File: src/uio_consts.svh
// offsets, field positions, reset values and codes of the uart io register block
`ifndef UIO_CONSTS_SVH
`define UIO_CONSTS_SVH

// ****************************************************************
// register offsets inside one channel block
// ****************************************************************
`define UIO_OFF_DATA     3'h0
`define UIO_OFF_IEN      3'h1
`define UIO_OFF_IID      3'h2
`define UIO_OFF_LCTL     3'h3
`define UIO_OFF_MCTL     3'h4
`define UIO_OFF_LST      3'h5
`define UIO_OFF_MST      3'h6
`define UIO_OFF_SFN      3'h7

// ****************************************************************
// field positions
// ****************************************************************
`define UIO_DIV_ACCESS_BIT 7
`define UIO_FCR_EN_BIT     0
`define UIO_FCR_RXF_BIT    1
`define UIO_IEN_RXD        0
`define UIO_IEN_TXE        1
`define UIO_IEN_RXS        2
`define UIO_IEN_MST        3
`define UIO_IEN_XOF        4
`define UIO_IEN_RTS        5
`define UIO_IEN_CTS        6

// ****************************************************************
// reset values
// ****************************************************************
`define UIO_RST_BYTE     8'h00
`define UIO_RST_SYNC     4'hf

// ****************************************************************
// identification codes, the idle code is also the reset value
// ****************************************************************
`define UIO_IID_NONE     8'hc1
`define UIO_IID_RXERR    8'hc6
`define UIO_IID_RXDATA   8'hc4
`define UIO_IID_RXTMO    8'hcc
`define UIO_IID_TXEMPTY  8'hc2
`define UIO_IID_MODEM    8'hc0
`define UIO_IID_XOFF     8'hd0
`define UIO_IID_HSHAKE   8'he0

`endif

File: src/uio_pkg.sv
// types of the uart io register block
package uio_pkg;

    // whole state of the register block
    typedef struct packed {
        logic [7:0] rdata;
        logic       rvalid;
        logic [7:0] rx_last;
        logic [7:0] tx_hold;
        logic       tx_full;
        logic [7:0] ien;
        logic [7:0] lctl;
        logic [7:0] mctl;
        logic [7:0] sfn;
        logic [7:0] fctl;
        logic [7:0] div_lo;
        logic [7:0] div_hi;
        logic [7:0] sclk;
        logic [3:0] lerr;
        logic       rx_tmo;
        logic       thre_irq;
        logic [3:0] mdelta;
        logic [3:0] msync1;
        logic [3:0] msync2;
        logic [3:0] mprev;
        logic       xoff_irq;
        logic       rtsdtr_irq;
        logic       ctsdsr_irq;
        logic       irq;
    } uio_state_t;

endpackage

File: src/uio_uart_regs.sv
// receive fifo and register block of one uart channel
//
// Notes on behaviour
// - each channel decodes an 8-byte block, channel 0 at 000h, channel 1 at 008h
// - reading offset 00h without divisor access returns received character, resets 00h
// - writing offset 00h without divisor access loads transmit character, resets 00h
// - offset 02h reads identification, writes go to fifo control
// - enable 01h, line control 03h, modem control 04h, status 05h/06h, special 07h
// - divisor access bit set maps 00h/01h/02h to divisor low, high, sample clock
// - enable bit 0 gates receive data ready interrupt, resets 0
// - enable bit 1 gates transmit holding empty interrupt, resets 0
// - enable bit 2 gates receive line status interrupt, resets 0
// - enable bit 3 gates modem status change interrupt, resets 0
// - enable bit 4 gates xoff or special character interrupt, resets 0
// - enable bit 5 gates rts or dtr change interrupt, resets 0
// - enable bit 6 gates cts or dsr change interrupt; bit 7 reserved
// - identification bit 0 low when pending, high when idle; resets c1h
// - fifo control bit 0 enables fifo mode
// - fifo control bit 1 flushes the receive fifo and clears itself
`timescale 1ns/1ps
`default_nettype none
`include "uio_consts.svh"

// ****************************************************************
// receive fifo
// ****************************************************************
module uio_fifo #(
    parameter int WIDTH = 8,
    parameter int DEPTH = 16
) (
    // clock and reset
    input  wire logic             clk_in,
    input  wire logic             rst_in,
    // control
    input  wire logic             flush_in,
    input  wire logic             single_in,
    // filling side
    input  wire logic             in_valid_in,
    input  wire logic [WIDTH-1:0] in_data_in,
    output logic                  in_ready_out,
    // draining side
    output logic                  out_valid_out,
    output logic [WIDTH-1:0]      out_data_out,
    input  wire logic             out_ready_in
);
    localparam int AW = $clog2(DEPTH);

    typedef struct packed {
        logic [AW-1:0] wp;
        logic [AW-1:0] rp;
        logic [AW:0]   cnt;
        logic          rdy;
    } uio_fifo_st_t;

    uio_fifo_st_t     st_ff;
    uio_fifo_st_t     nxt_st;
    logic [WIDTH-1:0] mem_ff [DEPTH];
    logic             push;
    logic             pop;
    logic [AW:0]      cap;

    // refuse depths the pointer wrap cannot serve
    if (DEPTH < 2 || (1 << AW) != DEPTH || WIDTH < 1) begin : g_chk
        $error("uio_fifo: DEPTH must be a power of two of at least 2");
    end

    // handshakes; a flush drops any transfer of its cycle
    assign push          = in_valid_in && st_ff.rdy && !flush_in;
    assign pop           = out_ready_in && (st_ff.cnt != '0) && !flush_in;
    assign in_ready_out  = st_ff.rdy;
    assign out_valid_out = (st_ff.cnt != '0);
    assign out_data_out  = mem_ff[st_ff.rp];
    // without fifo mode only one character is held
    assign cap           = single_in ? (AW+1)'(1) : (AW+1)'(DEPTH);

    // pointer and fill count update
    always_comb begin
        nxt_st = st_ff;
        if (push) nxt_st.wp = st_ff.wp + 1'b1;
        if (pop) nxt_st.rp = st_ff.rp + 1'b1;
        nxt_st.cnt = st_ff.cnt + (AW+1)'(push) - (AW+1)'(pop);
        if (flush_in) begin
            nxt_st.wp  = st_ff.rp;
            nxt_st.cnt = '0;
        end
        nxt_st.rdy = (nxt_st.cnt < cap);
        if (rst_in) begin
            nxt_st     = '0;
            nxt_st.rdy = 1'b1;
        end
    end

    // state register
    always_ff @(posedge clk_in) begin
        st_ff <= nxt_st;
    end

    // storage
    always_ff @(posedge clk_in) begin
        if (push) mem_ff[st_ff.wp] <= in_data_in;
    end
endmodule

// ****************************************************************
// register block of one channel
// ****************************************************************
module uio_uart_regs #(
    parameter int CHANNEL    = 0,
    parameter int FIFO_DEPTH = 16
) (
    // clock and reset
    input  wire logic        mclk_in,
    input  wire logic        rst_in,
    // register access, offset from the first base address
    input  wire logic [3:0]  reg_addr_in,
    input  wire logic        reg_rd_in,
    input  wire logic        reg_wr_in,
    input  wire logic [7:0]  reg_wdata_in,
    output logic [7:0]       reg_rdata_out,
    output logic             reg_rvalid_out,
    // receiver side
    input  wire logic        rx_valid_in,
    input  wire logic [7:0]  rx_data_in,
    input  wire logic        rx_parity_err_in,
    input  wire logic        rx_frame_err_in,
    input  wire logic        rx_break_in,
    input  wire logic        rx_timeout_in,
    output logic             rx_ready_out,
    // transmitter side
    output logic             tx_valid_out,
    output logic [7:0]       tx_data_out,
    input  wire logic        tx_ready_in,
    // flow control event
    input  wire logic        xoff_detect_in,
    // modem pins, asynchronous
    input  wire logic        cts_n_in,
    input  wire logic        dsr_n_in,
    input  wire logic        ri_n_in,
    input  wire logic        dcd_n_in,
    // configuration to the serial logic, interrupt request
    output logic [7:0]       line_control_out,
    output logic [7:0]       modem_control_out,
    output logic [7:0]       special_function_out,
    output logic [15:0]      divisor_out,
    output logic [7:0]       sample_clock_out,
    output logic             fifo_enable_out,
    output logic             irq_pending_out
);
    localparam logic CHAN_BIT = 1'(CHANNEL);

    // refuse channels and depths the decoder cannot serve
    if (CHANNEL < 0 || CHANNEL > 1 || FIFO_DEPTH < 2) begin : g_chk
        $error("uio_uart_regs: CHANNEL must be 0 or 1");
    end

    uio_pkg::uio_state_t st_ff;
    uio_pkg::uio_state_t nxt_st;

    logic       div_acc;
    logic       rd_go;
    logic       wr_go;
    logic       rd_rx;
    logic       rx_push;
    logic       rx_ovr;
    logic       f_valid;
    logic [7:0] f_data;
    logic [7:1] pend;
    logic [7:0] iid;
    logic [7:0] lst;
    logic [7:0] mst;
    logic [3:0] mchg;

    // ****************************************************************
    // decode helpers
    // ****************************************************************
    // address hits this channel at the given offset
    function automatic logic uio_at(input logic [3:0] a, input logic [2:0] off);
        return (a[3] == CHAN_BIT) && (a[2:0] == off);
    endfunction

    // pending source with the lowest level number wins
    function automatic logic [7:0] uio_iid(input logic [7:1] p);
        logic [7:0] c;
        c = `UIO_IID_NONE;
        if (p[7]) c = `UIO_IID_HSHAKE;
        if (p[6]) c = `UIO_IID_XOFF;
        if (p[5]) c = `UIO_IID_MODEM;
        if (p[4]) c = `UIO_IID_TXEMPTY;
        if (p[3]) c = `UIO_IID_RXTMO;
        if (p[2]) c = `UIO_IID_RXDATA;
        if (p[1]) c = `UIO_IID_RXERR;
        return c;
    endfunction

    // ****************************************************************
    // receive fifo
    // ****************************************************************
    uio_fifo #(
        .WIDTH (8),
        .DEPTH (FIFO_DEPTH)
    ) u_rx_fifo (
        .clk_in        (mclk_in),
        .rst_in        (rst_in),
        .flush_in      (st_ff.fctl[`UIO_FCR_RXF_BIT]),
        .single_in     (!st_ff.fctl[`UIO_FCR_EN_BIT]),
        .in_valid_in   (rx_valid_in),
        .in_data_in    (rx_data_in),
        .in_ready_out  (rx_ready_out),
        .out_valid_out (f_valid),
        .out_data_out  (f_data),
        .out_ready_in  (rd_rx)
    );

    // ****************************************************************
    // access decode and derived status
    // ****************************************************************
    // access strobes and receive side events
    assign div_acc = st_ff.lctl[`UIO_DIV_ACCESS_BIT];
    assign rd_go   = reg_rd_in && (reg_addr_in[3] == CHAN_BIT);
    assign wr_go   = reg_wr_in && (reg_addr_in[3] == CHAN_BIT);
    assign rd_rx   = reg_rd_in && uio_at(reg_addr_in, `UIO_OFF_DATA) && !div_acc;
    assign rx_push = rx_valid_in && rx_ready_out;
    assign rx_ovr  = rx_valid_in && !rx_ready_out;

    // enabled pending sources
    assign pend[1] = st_ff.ien[`UIO_IEN_RXS] && (st_ff.lerr != 4'h0);
    assign pend[2] = st_ff.ien[`UIO_IEN_RXD] && f_valid;
    assign pend[3] = st_ff.ien[`UIO_IEN_RXD] && st_ff.rx_tmo;
    assign pend[4] = st_ff.ien[`UIO_IEN_TXE] && st_ff.thre_irq;
    assign pend[5] = st_ff.ien[`UIO_IEN_MST] && (st_ff.mdelta != 4'h0);
    assign pend[6] = st_ff.ien[`UIO_IEN_XOF] && st_ff.xoff_irq;
    assign pend[7] = (st_ff.ien[`UIO_IEN_RTS] && st_ff.rtsdtr_irq)
                  || (st_ff.ien[`UIO_IEN_CTS] && st_ff.ctsdsr_irq);
    assign iid     = uio_iid(pend);

    // line status: error summary, empties, errors, data ready
    assign lst = {(st_ff.lerr != 4'h0), !st_ff.tx_full, !st_ff.tx_full,
                  st_ff.lerr[3], st_ff.lerr[2], st_ff.lerr[1], st_ff.lerr[0], f_valid};

    // modem status: present levels (cts dsr ri dcd) and changes
    assign mst = {~st_ff.msync2, st_ff.mdelta};

    // changes seen on the synchronised modem pins
    assign mchg[3] = st_ff.msync2[3] ^ st_ff.mprev[3];
    assign mchg[2] = st_ff.msync2[2] ^ st_ff.mprev[2];
    assign mchg[1] = st_ff.msync2[1] && !st_ff.mprev[1];   // ring trailing edge
    assign mchg[0] = st_ff.msync2[0] ^ st_ff.mprev[0];

    // ****************************************************************
    // next state
    // ****************************************************************
    always_comb begin
        nxt_st = st_ff;
        nxt_st.fctl[`UIO_FCR_RXF_BIT] = 1'b0;
        nxt_st.rvalid = rd_go;
        nxt_st.irq = (pend != 7'h00);

        // modem pin synchronisers
        nxt_st.msync1 = {cts_n_in, dsr_n_in, ri_n_in, dcd_n_in};
        nxt_st.msync2 = st_ff.msync1;
        nxt_st.mprev  = st_ff.msync2;

        // read data and clears caused by reads
        if (rd_go) begin
            case (reg_addr_in[2:0])
                `UIO_OFF_DATA: begin
                    if (div_acc) nxt_st.rdata = st_ff.div_lo;
                    else nxt_st.rdata = f_valid ? f_data : st_ff.rx_last;
                end
                `UIO_OFF_IEN: nxt_st.rdata = div_acc ? st_ff.div_hi : st_ff.ien;
                `UIO_OFF_IID: nxt_st.rdata = div_acc ? st_ff.sclk : iid;
                `UIO_OFF_LCTL: nxt_st.rdata = st_ff.lctl;
                `UIO_OFF_MCTL: nxt_st.rdata = st_ff.mctl;
                `UIO_OFF_LST: begin
                    nxt_st.rdata = lst;
                    nxt_st.lerr  = 4'h0;
                end
                `UIO_OFF_MST: begin
                    nxt_st.rdata  = mst;
                    nxt_st.mdelta = 4'h0;
                end
                default: nxt_st.rdata = st_ff.sfn;
            endcase
        end

        // a character read also retires the time-out
        if (rd_rx) begin
            nxt_st.rx_last = f_valid ? f_data : st_ff.rx_last;
            nxt_st.rx_tmo  = 1'b0;
        end

        // reading the identification retires the transmit empty, xoff and handshake sources shown
        if (rd_go && reg_addr_in[2:0] == `UIO_OFF_IID && !div_acc) begin
            if (iid == `UIO_IID_TXEMPTY) nxt_st.thre_irq = 1'b0;
            if (iid == `UIO_IID_XOFF) nxt_st.xoff_irq = 1'b0;
            if (iid == `UIO_IID_HSHAKE) begin
                nxt_st.rtsdtr_irq = 1'b0;
                nxt_st.ctsdsr_irq = 1'b0;
            end
        end

        // transmitter takes the held character
        if (st_ff.tx_full && tx_ready_in) nxt_st.tx_full = 1'b0;

        // register writes
        if (wr_go) begin
            case (reg_addr_in[2:0])
                `UIO_OFF_DATA: begin
                    if (div_acc) begin
                        nxt_st.div_lo = reg_wdata_in;
                    end else if (!st_ff.tx_full || tx_ready_in) begin
                        nxt_st.tx_hold  = reg_wdata_in;
                        nxt_st.tx_full  = 1'b1;
                        nxt_st.thre_irq = 1'b0;
                    end
                end
                `UIO_OFF_IEN: begin
                    if (div_acc) begin
                        nxt_st.div_hi = reg_wdata_in;
                    end else begin
                        nxt_st.ien = reg_wdata_in;
                    end
                end
                `UIO_OFF_IID: begin
                    if (div_acc) begin
                        nxt_st.sclk = reg_wdata_in;
                    end else begin
                        nxt_st.fctl = reg_wdata_in;
                    end
                end
                `UIO_OFF_LCTL: nxt_st.lctl = reg_wdata_in;
                `UIO_OFF_MCTL: begin
                    nxt_st.mctl = reg_wdata_in;
                    if (reg_wdata_in[1:0] != st_ff.mctl[1:0]) nxt_st.rtsdtr_irq = 1'b1;
                end
                `UIO_OFF_SFN: nxt_st.sfn = reg_wdata_in;
                default: nxt_st.sfn = st_ff.sfn;  // status offsets ignore writes
            endcase
        end

        // hardware events, applied last so that they beat any clear
        if (st_ff.tx_full && tx_ready_in) nxt_st.thre_irq = 1'b1;
        nxt_st.lerr[1] = nxt_st.lerr[1] | (rx_push && rx_parity_err_in);
        nxt_st.lerr[2] = nxt_st.lerr[2] | (rx_push && rx_frame_err_in);
        nxt_st.lerr[3] = nxt_st.lerr[3] | (rx_push && rx_break_in);
        if (rx_ovr) nxt_st.lerr[0] = 1'b1;
        if (rx_timeout_in) nxt_st.rx_tmo = 1'b1;
        if (xoff_detect_in) nxt_st.xoff_irq = 1'b1;
        nxt_st.mdelta = nxt_st.mdelta | mchg;
        if (mchg[3] || mchg[2]) nxt_st.ctsdsr_irq = 1'b1;

        // synchronous reset
        if (rst_in) begin
            nxt_st         = '0;
            nxt_st.rdata   = `UIO_RST_BYTE;
            nxt_st.rx_last = `UIO_RST_BYTE;
            nxt_st.tx_hold = `UIO_RST_BYTE;
            nxt_st.ien     = `UIO_RST_BYTE;
            nxt_st.msync1  = `UIO_RST_SYNC;
            nxt_st.msync2  = `UIO_RST_SYNC;
            nxt_st.mprev   = `UIO_RST_SYNC;
        end
    end

    // state register
    always_ff @(posedge mclk_in) begin
        st_ff <= nxt_st;
    end

    // ****************************************************************
    // outputs, all taken from state flops
    // ****************************************************************
    assign reg_rdata_out        = st_ff.rdata;
    assign reg_rvalid_out       = st_ff.rvalid;
    assign tx_valid_out         = st_ff.tx_full;
    assign tx_data_out          = st_ff.tx_hold;
    assign line_control_out     = st_ff.lctl;
    assign modem_control_out    = st_ff.mctl;
    assign special_function_out = st_ff.sfn;
    assign divisor_out          = {st_ff.div_hi, st_ff.div_lo};
    assign sample_clock_out     = st_ff.sclk;
    assign fifo_enable_out      = st_ff.fctl[`UIO_FCR_EN_BIT];
    assign irq_pending_out      = st_ff.irq;
endmodule

`default_nettype wire
File: config.mk
export PLATFORM = sky130hd
export DESIGN_NAME = uio_uart_regs
export DESIGN_NICKNAME = d
export VERILOG_FILES = /design/src/uio_pkg.sv /design/src/uio_uart_regs.sv
export VERILOG_INCLUDE_DIRS = /design/src
export SDC_FILE = /design/constraint.sdc
export NUM_CORES = 1
export LEC_CHECK = 0
export ABC_AREA = 1
export BUFFER_PORTS_ARGS = -buffer_cell sky130_fd_sc_hd__buf_4
export CORE_MARGIN = 3
export CORE_UTILIZATION = 57
export CTS_CLUSTER_DIAMETER = 100
export DETAILED_ROUTE_END_ITERATION = 10
export GPL_TIMING_DRIVEN = 0
export PLACE_DENSITY = 0.77
export SLEW_MARGIN = 25
export SYNTH_ARGS = -nofsm -noshare
export SYNTH_HDL_FRONTEND = slang
export SYNTH_SLANG_ARGS = --single-unit
File: constraint.sdc
create_clock -name mclk_in -period 5.4 [get_ports mclk_in]
set_clock_uncertainty 0.1 [all_clocks]
set_input_delay 0.54 -clock mclk_in [delete_from_list [all_inputs] [get_ports mclk_in]]
set_output_delay 0.54 -clock mclk_in [all_outputs]
set_load 0.1 [all_outputs]
# After elaboration in Yosys (flattened, before gate mapping)
# Memory sizes are Yosys's and may differ from the RTL's. A register that Yosys moved wholly into a read port is not among the register bits.
# Index checks and enable logic that the tools add are counted.
totals:
  reg_bits: 130
  ram_bits: 128
  input_bits: 35
  out_inout_bits: 69
  elab_cells: 178
  n_memories: 1
memory_table:
  columns: ["name", "words", "word_bits", "read_ports", "rd_ports_with_merged_regs", "wr", "line_no", "source"]
  rows:
  - ["u_rx_fifo.mem_ff", 16, 8, 1, 1, 1, "uio_uart_regs.sv:57", "logic [WIDTH-1:0] mem_ff [DEPTH];"]
classes:
  addsub: 4
  order_cmp: 1
  eq_ne: 11
  muxes: 60
  n_bitwise: 12
  n_reduce_logical: 59
op_table:
  columns: ["operator", "count"]
  rows:
  - ["2-to-1 mux 8 bit", 23]
  - ["2-to-1 mux 65 bit", 1]
  - ["one-hot mux 8 bit (7 select lines)", 1]
  - ["2-to-1 mux 4 bit", 8]
  - ["logical AND 1 bit", 25]
  - ["== test 8 bit (second input constant)", 3]
  - ["2-to-1 mux 1 bit", 22]
  - ["nonzero test 2 bit", 8]
  - ["AND reduction 3 bit", 5]
  - ["== test 3 bit (second input constant)", 4]
  - ["AND reduction 2 bit", 6]
  - ["2-to-1 mux 5 bit", 2]
  - ["adder 4 x 1 -> 4 bit (second input constant)", 2]
  - ["nonzero test 4 bit", 2]
  - ["nonzero test 7 bit", 1]
  - ["== test 3 x 2 -> 1 bit (second input constant)", 2]
  - ["2-to-1 mux 6 bit", 1]
  - ["adder 5 x 1 -> 5 bit", 1]
  - ["logical NOT 1 bit", 5]
  - ["< comparator 5 bit", 1]
  - ["nonzero test 5 bit", 1]
  - ["subtractor 5 x 1 -> 5 bit", 1]
  - ["NOT 1 bit", 4]
  - ["NOT 4 bit", 1]
  - ["11 further kinds", 17]

# Depth between registers and ports, before layout
logic_depth:
  depth_word: 17
  ltp_mapped: 21
  depth_no_buf: 19

# Modules after synthesis
# From an unflattened synthesis, not the netlist that was laid out.
unflattened:
  hier_cells: 1308
  hier_area_um2: 11636.2
by_module_without_submodules:
  columns: ["module", "n_inst", "cells_per_inst", "area_each_um2", "seq_area_each_um2"]
  rows:
  - ["uio_fifo", 1, 552, 6287.3, 4204.0]
  - ["uio_uart_regs", 1, 756, 5348.9, 2202.1]

# Worst setup path before layout
# Ideal clock, no wire load.
synth_timing:
  path_kind: "input -> register"
  start: "input reg_addr_in[1]"
  end: "register u_rx_fifo.st_ff (netlist bit u_rx_fifo.in_ready_out)"
  setup_time_ns: 0.123
  t_arrival_ns: 3.140
  required_ns: 5.177
  setup_slack_ns: 2.036
  path_stages: 19
  path_buffers: 1
  path_cell_list: "buf_6 -> nor2_4 -> nand2_4 -> nor3_4 -> nand3_4 -> nor2_1 -> inv_1 -> nand2_1 -> ha_1 -> inv_1 -> fa_1 -> nor2_1 -> or2_2 -> a21oi_1 -> nor2_1 -> nor3_1 -> ha_1 -> a21oi_1 -> or2_2"
synth_via:
  elab_chain_cells: 9
synth_rtl:
  columns: ["element", "line_no", "source"]
  rows:
  - ["start: declaration", "uio_uart_regs.sv:115", "input wire logic [3:0] reg_addr_in,"]
  - ["logical NOT 3 bit", "uio_uart_regs.sv:178", "return (a[3] == CHAN_BIT) && (a[2:0] == off);"]
  - ["logical AND 1 bit", "uio_uart_regs.sv:178", null]
  - ["logical AND 1 bit (2 in a row)", "uio_uart_regs.sv:221", "assign rd_rx = reg_rd_in && uio_at(reg_addr_in, `UIO_OFF_DATA) && !div_acc;"]
  - ["logical AND 1 bit (2 in a row)", "uio_uart_regs.sv:69", "assign pop = out_ready_in && (st_ff.cnt != '0) && !flush_in;"]
  - ["subtractor 5 x 1 -> 5 bit", "uio_uart_regs.sv:81", "nxt_st.cnt = st_ff.cnt + (AW+1)'(push) - (AW+1)'(pop);"]
  - ["2-to-1 mux 5 bit", "uio_uart_regs.sv:82", "if (flush_in) begin"]
  - ["< comparator 5 bit", "uio_uart_regs.sv:86", "nxt_st.rdy = (nxt_st.cnt < cap);"]
  - ["end signal: assignment", "uio_uart_regs.sv:95", "st_ff <= nxt_st;"]
  - ["end: declaration", "uio_uart_regs.sv:55", "uio_fifo_st_t st_ff;"]
# No other way between the ends.
# A chain may end at the register's enable or synchronous reset.

# Worst setup path after layout
layout_timing:
  start: "register u_rx_fifo.st_ff[3] in the netlist's numbering"
  end: "register u_rx_fifo.st_ff (netlist bit u_rx_fifo.in_ready_out)"
layout_via:
  elab_chain_cells: 6
layout_rtl:
  columns: ["element", "line_no"]
  rows:
  - ["branches (longest 3 deep; another with adder 5 x 1 -> 5 bit)", null]
  - ["subtractor 5 x 1 -> 5 bit (*)", "uio_uart_regs.sv:81"]
  - ["2-to-1 mux 5 bit (*)", "uio_uart_regs.sv:82"]
  - ["< comparator 5 bit (*)", "uio_uart_regs.sv:86"]
# Mark *: on every way between the ends.

==> results.md <==
* Core area at 0.0204 mm^2
* Max-cap violations at 0
* DR DRC count at 0
* Post-Layout Cell Count at 1848
* Sequential power share at 46.5%
* Initial core utilization at 58.3%
* Clock Root Buffer: clkbuf_16
* Final setup fails at 0
* Yosys warnings at 0
* Pin count of the biggest net entering global routing at 17
* Slew headroom at 40.9%
* Flop-to-flop setup slack at 1.61 ns
* Setup crit end kind: flip-flop
* Hold Path Sink: st_ff[14]$_SDFF_PP1_
* Crit-path cells: inv_1 > ha_1 > nand3_1 > buf_2 > buf_2 > nand3_4 > nor2_1 > inv_1 > nand2_1 > ha_1 > inv_1 > fa_1 > nor2_1 > or2_2 > a21oi_1 > nor2_1 > nor3_1 > ha_1 > a21oi_1 > or2_2
* H-tree depth at 1
* Total power at 4.61 mW
* Sequential-to-total area share from yosys stat at 54.0%
* Status: completed
* Asr flop ratio synth at 0%
* First-pass DRT Iterations at 5
* Internal power at 3.33 mW
* Mapped cell area at 0.0119 mm^2
* Final Util at 67.8%
* Worst path required time at 5.73 ns
* Clk_lat worst skew at 0.54 ns
* Min Hold Slack at 0.0807 ns
* Dpl ws at 1.58 ns
* Layout cell share with drive strength beyond 1 at 17.4%
* Tcrit/Tclk final at 70.2%
* Grt ovf at 0
* CTS tree: built
* Antenna violations before repair at 0
* Register area at 0.00641 mm^2
* # fillers at 1643
* Rows at 52
* First-pass GRT wire length at 48100 um
* I/O Buffers at 98
* Post-synth EDFFs at 128
* Sw frac at 27.7%
* Design area at 0.0138 mm^2
* Slew Viols, Final at 0
* Hold_buf cts at 0
* Slew @ Worst Pin at 0.883 ns
* PwrDens at 334 mW/mm^2
* Avg WL per Cell at 17.0 um
* VDD IR-drop max at 278 uV
* Antenna Violating Nets Remaining at 0
* Post CTS Setup Buffer Count at 0
* Synth area leaders: edfxtp_1 (32%), dfxtp_1 (22%), nand2_1 (10%), inv_1 (6.2%), nor2_1 (4.6%)
* Vias at 9851
* # resized after CTS at 0
* Mapped Cells at 1432
* Drt via density at 5.33
* Final setup TNS at 0 ns
* Layout Area Growth over Synthesis at 16.2%
* Final worst-path setup slack at 1.61 ns
* Die W at 150 um
* Sink Count at 256
* Worst Path Arrival at 4.12 ns
* Min-Delay Path Depth at 2
* Lkg Pwr at 6.21 nW
* # IOs at 104
* Max stage delay on crit path at 0.42 ns
* Crit-path max FO at 10
* Diodes inserted at 0
* Multi-input gate area at 0.00394 mm^2
* Synthesized netlist net count at 1479
* Cell total after placement at 1800
* Min-delay src: dsr_n_in
* Cts bufs inserted at 26
* Synth Flop Type: edfxtp_1
* Synth Register Bits at 256
* GPL Wtd Cong at 0.979
* Final Hold Fails at 0
* Clock buffer depth at 3
* FF-to-FF End: u_rx_fifo.in_ready_out$_SDFF_PP1_
* Hold Crit Class: in -> reg
* Cell accounting for the most synthesized area: edfxtp_1
* HPWL after detailed placement at 22400 um
* Most frequent cells after synthesis: nand2_1 (323), inv_1 (197), nor2_1 (144)
* Netlist cell types at 38
* Placed standard-cell area at 0.0129 mm^2
* Mean Syn Cell Area at 8.29 um^2
* Vias in the first global route at 9111
* Drt total wl at 31300 um
* Starting DRT DRC Count at 1056
* Comb power frac at 14.8%
* Die H at 150 um
* F_max at 264 MHz
* Full die area at 0.0226 mm^2
* Tmin final at 3.79 ns
* Crit-path leading delay family: simple AND/OR/NAND/NOR gates
* Total GRT Usage at 27.5%
* FF-to-FF path depth at 20
* Nets@finish at 1605
* Count leader, synth: nand2_1
* Switch Pwr at 1.28 mW
* Yosys top cell area share at 32.4%
* Worst-path clk slew at 0.06 ns
* Crit Path Class: reg -> reg
* CP bufs+invs at 5
* RR Startpoint: u_rx_fifo.st_ff[3]$_SDFF_PP0_
* Clock share of power at 38.6%
* RSZ-0062 raised after global routing: no
* Slowest cell on crit path: fa_1
* Critical path launch point type: flip-flop
==> state kept, by name, summed over array words and instances (netlist names), 4 cells and up, named ones only <==
signal                cells
u_rx_fifo.mem_ff        128
st_ff                    34
divisor_out              16
u_rx_fifo.st_ff          13
line_control_out          8
modem_control_out         8
reg_rdata_out             8
sample_clock_out          8
special_function_out      8
tx_data_out               8
lst                       4
mst                       4
==> power by group through the flow <==
stage	registers [mW]	logic (mW)	clock network [mW]
CTS	2.14	0.680	1.79
floorplan	2.21	0.448	0
detailed placement	2.19	0.673	0
finish	2.14	0.683	1.78
global placement	2.18	0.659	0
global route	2.15	0.766	1.87
==> layout by cell type (no fill, tap or decap), drive strengths merged, types with 5 or more instances in the layout <==
master  instances
nand3         108
inv           210
nor2          152
clkinv         12
nand4           5
nand2         325
or2            17
xor2            6
nor3           11
a21oi          86
clkbuf         59
edfxtp        128
dfxtp         128
buf           193
o21ai         107
ha             11
==> cell type report <==
cell class / count / area share [%]
plain buffers: 119 / 5.36
inverters: 210 / 5.71
well taps: 270 / 2.45
multi-input cells: 847 / 28.5
clock buffers: 35 / 5.65
repair buffers: 98 / 5.33
clock inverters: 13 / 0.553
flip-flops and latches: 256 / 46.4
==> how the worst max path moves through the flow <==
stage,start,endpoint,slack (ns),cells past startpoint
3_5_place_dp,reg_addr_in[2],u_rx_fifo.in_ready_out$_SDFF_PP1_,1.58,19
4_1_cts,u_rx_fifo.st_ff[3]$_SDFF_PP0_,u_rx_fifo.in_ready_out$_SDFF_PP1_,1.60,20
3_3_place_gp,reg_addr_in[2],u_rx_fifo.in_ready_out$_SDFF_PP1_,1.63,19
5_1_grt,u_rx_fifo.st_ff[3]$_SDFF_PP0_,u_rx_fifo.in_ready_out$_SDFF_PP1_,1.29,20
6_report,u_rx_fifo.st_ff[3]$_SDFF_PP0_,u_rx_fifo.in_ready_out$_SDFF_PP1_,1.61,20
2_1_floorplan,reg_addr_in[1],u_rx_fifo.in_ready_out$_SDFF_PP1_,2.04,19
==> logic make-up after synthesis <==
logic type                 count (synthesis)  share of synthesized area, %
AOI/OAI and AO/OA                        202                          8.65
xor gates and xnor gates                   8                         0.590
adders and majority gates                 12                          1.33
buffers and inverters                    329                          12.9
DFF                                      256                          54.0
and+or+nand+nor                          625                          22.6
==> layer usage <==
metal	up-vias	wire (um)	global-route usage, %
li1	4757	-	-
met1	4544	13000	40.3
met2	497	14500	43.0
met3	53	3250	4.21
met4	0	664	7.23
met5	-	0	0
No activity file was read; power rests on OpenSTA's default activity.
